## src/hw/acc_rotate_map.svh

```systemverilog
// constants for the accumulator rotate and bit-set datapath
`ifndef ACC_ROTATE_MAP_SVH
`define ACC_ROTATE_MAP_SVH

// opcode bytes
`define OPC_ROTATE_LEFT_VIA_CARRY 8'h33
`define OPC_ROTATE_RIGHT 8'h03
`define OPC_ROTATE_RIGHT_VIA_CARRY 8'h13
`define OPC_FORCE_CARRY_ONE 8'hd3
`define OPC_FORCE_BIT_ONE 8'hd2

// direct bit address map
`define BIT_RAM_LIMIT 8'h80
`define PORT_ONE_BIT_BASE 5'h12
`define CARRY_BIT_ADDR 8'hd7

// reset values
`define ACC_RESET 8'h00
`define CARRY_RESET 1'b0
`define PORT_ONE_RESET 8'hff
`define BIT_RAM_RESET 8'h00

`endif

```

## src/hw/acc_rotate_pkg.sv

```systemverilog
// types for the accumulator rotate and bit-set datapath
package acc_rotate_pkg;

    typedef enum logic [2:0] {
        OP_NONE,
        OP_ROTATE_LEFT_VIA_CARRY,
        OP_ROTATE_RIGHT,
        OP_ROTATE_RIGHT_VIA_CARRY,
        OP_FORCE_CARRY_ONE,
        OP_FORCE_BIT_ONE,
        OP_UNKNOWN
    } op_kind_e;

endpackage : acc_rotate_pkg

```

## src/hw/accumulator_rotate_and_bit_set.sv

```systemverilog
// accumulator rotate and bit-set datapath slice of the core
//
// How it works
// - rotate left via carry: bits 0-6 move up, old carry in, bit 7 out.
// - opcode 00110011 is rotate left via carry, one byte, one cycle.
// - rotate right moves bits down, bit 0 wraps to bit 7, carry untouched.
// - rotate right via carry: bits 1-7 move down, carry in, bit 0 out.
// - opcode 00010011 is rotate right via carry, one byte, one cycle.
// - bit-set forces carry, a ram bit or a port one bit to one, no other flag.
// - setting a port latch bit changes that port pin at once, others kept.
`timescale 1ns/1ps
`include "acc_rotate_map.svh"

module accumulator_rotate_and_bit_set
    import acc_rotate_pkg::*;
(
    // clock and reset
    input wire logic core_clk,
    input wire logic rst_b,
    input wire logic ce,
    // instruction from the sequencer
    input wire logic execStrobe,
    input wire logic [7:0] opcode,
    input wire logic [7:0] bitAddr,
    // plain writes by other instructions
    input wire logic accWrEn,
    input wire logic [7:0] accWrData,
    input wire logic carryWrEn,
    input wire logic carryWrData,
    input wire logic portWrEn,
    input wire logic [7:0] portWrData,
    // bit readback
    input wire logic [7:0] bitRdAddr,
    output logic bitRdData,
    // state and status
    output logic [7:0] accumulator,
    output logic carryFlag,
    output logic [7:0] portOneLatch,
    output logic opDone,
    output logic opUnknown
);

    op_kind_e opKind;
    logic go;
    logic [7:0] bitRam [16];
    logic [7:0] next_accumulator;
    logic next_carry;
    logic hitPort;
    logic hitCarry;
    logic hitRam;

    assign go = ce && execStrobe;

    // full-byte compare so that look-alike opcodes never alias a rotate
    always_comb begin
        case (opcode)
            `OPC_ROTATE_LEFT_VIA_CARRY: opKind = OP_ROTATE_LEFT_VIA_CARRY;
            `OPC_ROTATE_RIGHT: opKind = OP_ROTATE_RIGHT;
            `OPC_ROTATE_RIGHT_VIA_CARRY: opKind = OP_ROTATE_RIGHT_VIA_CARRY;
            `OPC_FORCE_CARRY_ONE: opKind = OP_FORCE_CARRY_ONE;
            `OPC_FORCE_BIT_ONE: opKind = OP_FORCE_BIT_ONE;
            default: opKind = OP_UNKNOWN;
        endcase
    end

    // target decode of a direct bit address
    assign hitRam = bitAddr < `BIT_RAM_LIMIT;
    assign hitPort = bitAddr[7:3] == `PORT_ONE_BIT_BASE;
    assign hitCarry = bitAddr == `CARRY_BIT_ADDR;

    always_comb begin
        next_accumulator = accumulator;
        next_carry = carryFlag;
        case (opKind)
            OP_ROTATE_LEFT_VIA_CARRY: begin
                next_accumulator = {accumulator[6:0], carryFlag};
                next_carry = accumulator[7];
            end
            OP_ROTATE_RIGHT: begin
                next_accumulator = {accumulator[0], accumulator[7:1]};
            end
            OP_ROTATE_RIGHT_VIA_CARRY: begin
                next_accumulator = {carryFlag, accumulator[7:1]};
                next_carry = accumulator[0];
            end
            OP_FORCE_CARRY_ONE: begin
                next_carry = 1'b1;
            end
            OP_FORCE_BIT_ONE: begin
                if (hitCarry) begin
                    next_carry = 1'b1;
                end
            end
            default: begin
                next_accumulator = accumulator;
            end
        endcase
    end

    // an executing instruction wins over a plain write in the same cycle
    always_ff @(posedge core_clk or negedge rst_b) begin
        if (!rst_b) begin
            accumulator <= `ACC_RESET;
        end else if (go) begin
            accumulator <= next_accumulator;
        end else if (ce && accWrEn) begin
            accumulator <= accWrData;
        end
    end

    always_ff @(posedge core_clk or negedge rst_b) begin
        if (!rst_b) begin
            carryFlag <= `CARRY_RESET;
        end else if (go) begin
            carryFlag <= next_carry;
        end else if (ce && carryWrEn) begin
            carryFlag <= carryWrData;
        end
    end

    // the latch drives the pins directly, so a set shows on the next edge
    always_ff @(posedge core_clk or negedge rst_b) begin
        if (!rst_b) begin
            portOneLatch <= `PORT_ONE_RESET;
        end else if (go && opKind == OP_FORCE_BIT_ONE && hitPort) begin
            portOneLatch[bitAddr[2:0]] <= 1'b1;
        end else if (ce && portWrEn) begin
            portOneLatch <= portWrData;
        end
    end

    always_ff @(posedge core_clk or negedge rst_b) begin
        if (!rst_b) begin
            for (int i = 0; i < 16; i++) begin
                bitRam[i] <= `BIT_RAM_RESET;
            end
        end else if (go && opKind == OP_FORCE_BIT_ONE && hitRam) begin
            bitRam[bitAddr[6:3]][bitAddr[2:0]] <= 1'b1;
        end
    end

    // bit addresses outside ram, port and carry read as zero
    always_ff @(posedge core_clk or negedge rst_b) begin
        if (!rst_b) begin
            bitRdData <= 1'b0;
        end else if (ce) begin
            if (bitRdAddr < `BIT_RAM_LIMIT) begin
                bitRdData <= bitRam[bitRdAddr[6:3]][bitRdAddr[2:0]];
            end else if (bitRdAddr[7:3] == `PORT_ONE_BIT_BASE) begin
                bitRdData <= portOneLatch[bitRdAddr[2:0]];
            end else if (bitRdAddr == `CARRY_BIT_ADDR) begin
                bitRdData <= carryFlag;
            end else begin
                bitRdData <= 1'b0;
            end
        end
    end

    // every recognised instruction completes in the single machine cycle it is issued; an unknown opcode raises opUnknown instead
    always_ff @(posedge core_clk or negedge rst_b) begin
        if (!rst_b) begin
            opDone <= 1'b0;
            opUnknown <= 1'b0;
        end else if (ce) begin
            opDone <= execStrobe && opKind != OP_UNKNOWN;
            opUnknown <= execStrobe && opKind == OP_UNKNOWN;
        end
    end
endmodule : accumulator_rotate_and_bit_set

```

## config.mk

```make
export PLATFORM = sky130hd
export DESIGN_NAME = accumulator_rotate_and_bit_set
export DESIGN_NICKNAME = d
export VERILOG_FILES = /design/src/hw/acc_rotate_pkg.sv /design/src/hw/accumulator_rotate_and_bit_set.sv
export VERILOG_INCLUDE_DIRS = /design/src /design/src/hw
export SDC_FILE = /design/constraint.sdc
export NUM_CORES = 1
export LEC_CHECK = 0
export BUFFER_PORTS_ARGS = -buffer_cell sky130_fd_sc_hd__buf_2
export CAP_MARGIN = 20
export CORE_MARGIN = 3
export CORE_UTILIZATION = 40
export CTS_CLUSTER_DIAMETER = 30
export CTS_CLUSTER_SIZE = 25
export DETAILED_ROUTE_END_ITERATION = 10
export PLACE_DENSITY = 0.58
export SKIP_LAST_GASP = 1
export SYNTH_ARGS = -nofsm -noshare
export SYNTH_HDL_FRONTEND = slang
export SYNTH_SLANG_ARGS = --single-unit
export TNS_END_PERCENT = 1
```

## constraint.sdc

```tcl
create_clock -name core_clk -period 2.6 [get_ports core_clk]
set_input_delay 0.13 -clock core_clk [delete_from_list [all_inputs] [get_ports core_clk]]
set_output_delay 0.13 -clock core_clk [all_outputs]
set_load 0.02 [all_outputs]
```

==> flow_summary.json <==
{
  "fin_crit_ns": 2.04,
  "finalNonFillerCells": 850,
  "crit_chain": "mux4_1, mux4_2, nor2_1, a2111oi_0, nor4_1, nor3_1",
  "grt_max_degree": 78,
  "final_nets": 666,
  "reg2reg_from": "bitRam[38]",
  "drtPass1Iterations": 5,
  "dp_cells": 810,
  "rrSetupSlack_ns": 0.56,
  "synth_flop_cell": "dfrtp_1",
  "syn_nets": 597,
  "synth_area_leaders": "dfrtp_1, o21bai_1, mux4_2",
  "max_freq_mhz": 490,
  "route.detailed.drc": 0,
  "insertion_delay_ns": 0.43,
  "status": "completed",
  "grt_pass1_vias": 4993,
  "start_util": 0.413,
  "routed_via_density": 5.75,
  "synthArstFlopShare": 1.00,
  "reg2regPathDepth": 6,
  "slowest_stage": "mux4_1",
  "synth_top_cell_by_area": "dfrtp_1",
  "fillers": 1517,
  "ios": 68,
  "numPortBuffers": 67,
  "dp_hpwl_mm": 12.3,
  "irDropWorstVdd_mv": 0.652,
  "power_density_nw_per_um2": 662,
  "slew_violations": 0,
  "relSlewSlack": 0.512,
  "finalSetupTns_ns": 0,
  "rsz0062_at_grt": "false",
  "track_usage": 0.201,
  "rows": 47,
  "setup_viol": 0,
  "ys_seq_area_frac": 0.536,
  "crit_type": "register to register",
  "synth_top_cell_area_share": 0.506,
  "clock_skew_ns": 0.00753,
  "seq_power_share": 0.448,
  "grt-ovfl-total": 0,
  "syn_area_um2": 6930,
  "postLayoutCoreUtil": 0.487,
  "min_from": "accWrData[7]",
  "antenna_left": 0,
  "clkTransAtPathRegs_ns": 0.06,
  "cp_max_fo": 2,
  "worstMarginPinSlew_ns": 0.732,
  "min_to": "accumulator[7]",
  "vias": 4885,
  "clockBufferDepth": 2,
  "synth_cells": 549,
  "cts_tree": "done",
  "drt_iter0_markers": 348,
  "hp-class": "input port to register",
  "power.internal_uw": 4070,
  "cts_sinks": 148,
  "cts-root-buf": "clkbuf_16",
  "p_clk_frac": 0.458,
  "syn_area_per_cell_um2": 12.6,
  "hold_viol_final": 0,
  "die_x_um": 138,
  "ys_seq_elements": 148,
  "maxCapViolations": 0,
  "routed_wl_mm": 18.1,
  "cts_resized": 0,
  "required_ns": 2.90,
  "antenna_cells": 0,
  "synth-edff-count": 0,
  "hold_path_depth": 3,
  "p_sw_uw": 1340,
  "cp-start-kind": "register",
  "gp_congestion": 0.815,
  "coreArea_um2": 16800,
  "area_growth_pct": 17.8,
  "wl_per_cell_um": 21.3,
  "endpoint_kind": "register",
  "r2r-end": "bitRdData",
  "holdWs_ns": 0.0239,
  "drive_gt1_frac": 0.238,
  "h-tree-depth": 4,
  "grt_pass1_wl_mm": 28.4,
  "fin_area_um2": 8160,
  "pwr-share-comb": 0.094,
  "post_cts_buffers": 0,
  "antenna_found_initial": 0,
  "cp_slowest_stage_delay_ns": 0.51,
  "dieArea_um2": 18900,
  "min_period_over_period": 0.786,
  "place_area_um2": 7480,
  "die_y_um": 138,
  "power_leakage_uw": 0.00403,
  "netlist-cell-type-count": 55,
  "cts_buffers": 17,
  "worstPathArrival_ns": 2.34,
  "switching_share": 0.248,
  "yosysWarnings": 0
}
[cell usage after synthesis, drive strengths merged (5+ instances only)]
cell type	number
o22a	8
a21oi	19
o21ai	7
a21o	40
and3b	5
nor3b	7
nand3b	6
clkbuf	23
dfrtp	140
dfstp	8
nor2b	10
inv	6
buf	13
mux2	9
nand2	26
o21bai	89
nand3	12
nor2	12
mux2i	27
nor3	5
mux4	27
[kinds of logic (layout without fill, tap and decap cells)]
family,after synthesis,after routing,synth area share
multiplexers,63,63,0.146
AND/OR/NAND/NOR,111,111,0.0959
AO/OA/AOI/OAI,185,185,0.195
buffers and inverters,42,123,0.0269
flip-flops,148,148,0.536
[sequential cells by signal, indices dropped and copies added (netlist names)]
signal / count
accumulator: 8
carryFlag: 1
bitRam: 128
opUnknown: 1
opDone: 1
bitRdData: 1
portOneLatch: 8
[power by group through the flow]
stage	Sequential, uW	Clock (uW)	Combinational [uW]
floorplan	2520	0	224
global placement	2460	0	495
detailed placement	2460	0	501
CTS	2420	2500	514
global route	2430	2610	560
finish	2420	2480	508
[per-layer routing]
| metal | track usage | share of wire |
|---|---|---|
| met2 | 0.309 | 0.45 |
| met5 | 0 | 0 |
| met3 | 0.0457 | 0.069 |
| met4 | 0.0532 | 0.012 |
| met1 | 0.290 | 0.47 |
[metrics by stage]
stage / total power (uW) / worst slack, ns
global placement: 2960 / 0.255
floorplan: 2740 / 0.714
CTS: 5440 / 0.577
global route: 5600 / 0.413
finish: 5410 / 0.557
detailed placement: 2970 / 0.239
[worst max-delay path: cells and delay by family, from the launching register on]
| kind | cells | cell delay [ns] |
|---|---|---|
| AO/OA/AOI/OAI | 1 | 0.09 |
| flip-flops | 1 | 0.37 |
| multiplexers | 2 | 1.00 |
| AND/OR/NAND/NOR | 3 | 0.46 |
[final cells by class]
cell class | instances | area (um^2) | share of cell area
Timing Repair Buffer | 86 | 532 | 0.0652
Clock buffer | 18 | 429 | 0.0526
Tap cell | 220 | 275 | 0.0337
Inverter | 6 | 22.5 | 0.00276
Sequential cell | 148 | 3710 | 0.455
Multi-Input combinational cell | 359 | 3030 | 0.371
Clock inverter | 13 | 161 | 0.0198
[repair_timing]
item / 4_1_cts / 5_1_grt
hold buffers: 9 / 0
endpoints found under the hold margin: 74 / 0
endpoints found under the setup margin: 0 / 0
[worst max path at each step]
stage                 start        end  slack [ns]  cells past startpoint
2_1_floorplan  bitRdAddr[5]  bitRdData        0.71                      8
3_3_place_gp   bitRdAddr[3]  bitRdData        0.25                      7
3_5_place_dp   bitRdAddr[3]  bitRdData        0.24                      7
4_1_cts          bitRam[38]  bitRdData        0.58                      6
5_1_grt          bitRam[24]  bitRdData        0.41                      6
6_report         bitRam[38]  bitRdData        0.56                      6
[layout by cell type, fill, tap and decap left out, types with 3 or more instances in the layout]
cell           instances
dfrtp_1              140
o21bai_1              89
buf_2                 66
a21o_1                40
mux2i_1               27
nand2_1               26
a21oi_1               19
mux4_2                18
clkbuf_16             17
nor2_1                12
nand3_1               12
nor2b_1               10
mux2_2                 9
mux4_1                 9
dlygate4sd3_1          9
o22a_1                 8
buf_4                  8
dfstp_2                8
nor3b_1                7
o21ai_0                7
inv_1                  6
nand3b_1               6
and3b_1                5
nor3_1                 5
or3b_2                 4
and2_1                 4
and4_1                 4
clkinvlp_4             4
nand2b_1               3
a22oi_1                3
clkinv_2               3
clkinv_4               3
bufinv_16              3
No activity file was read; power rests on OpenSTA's default activity.
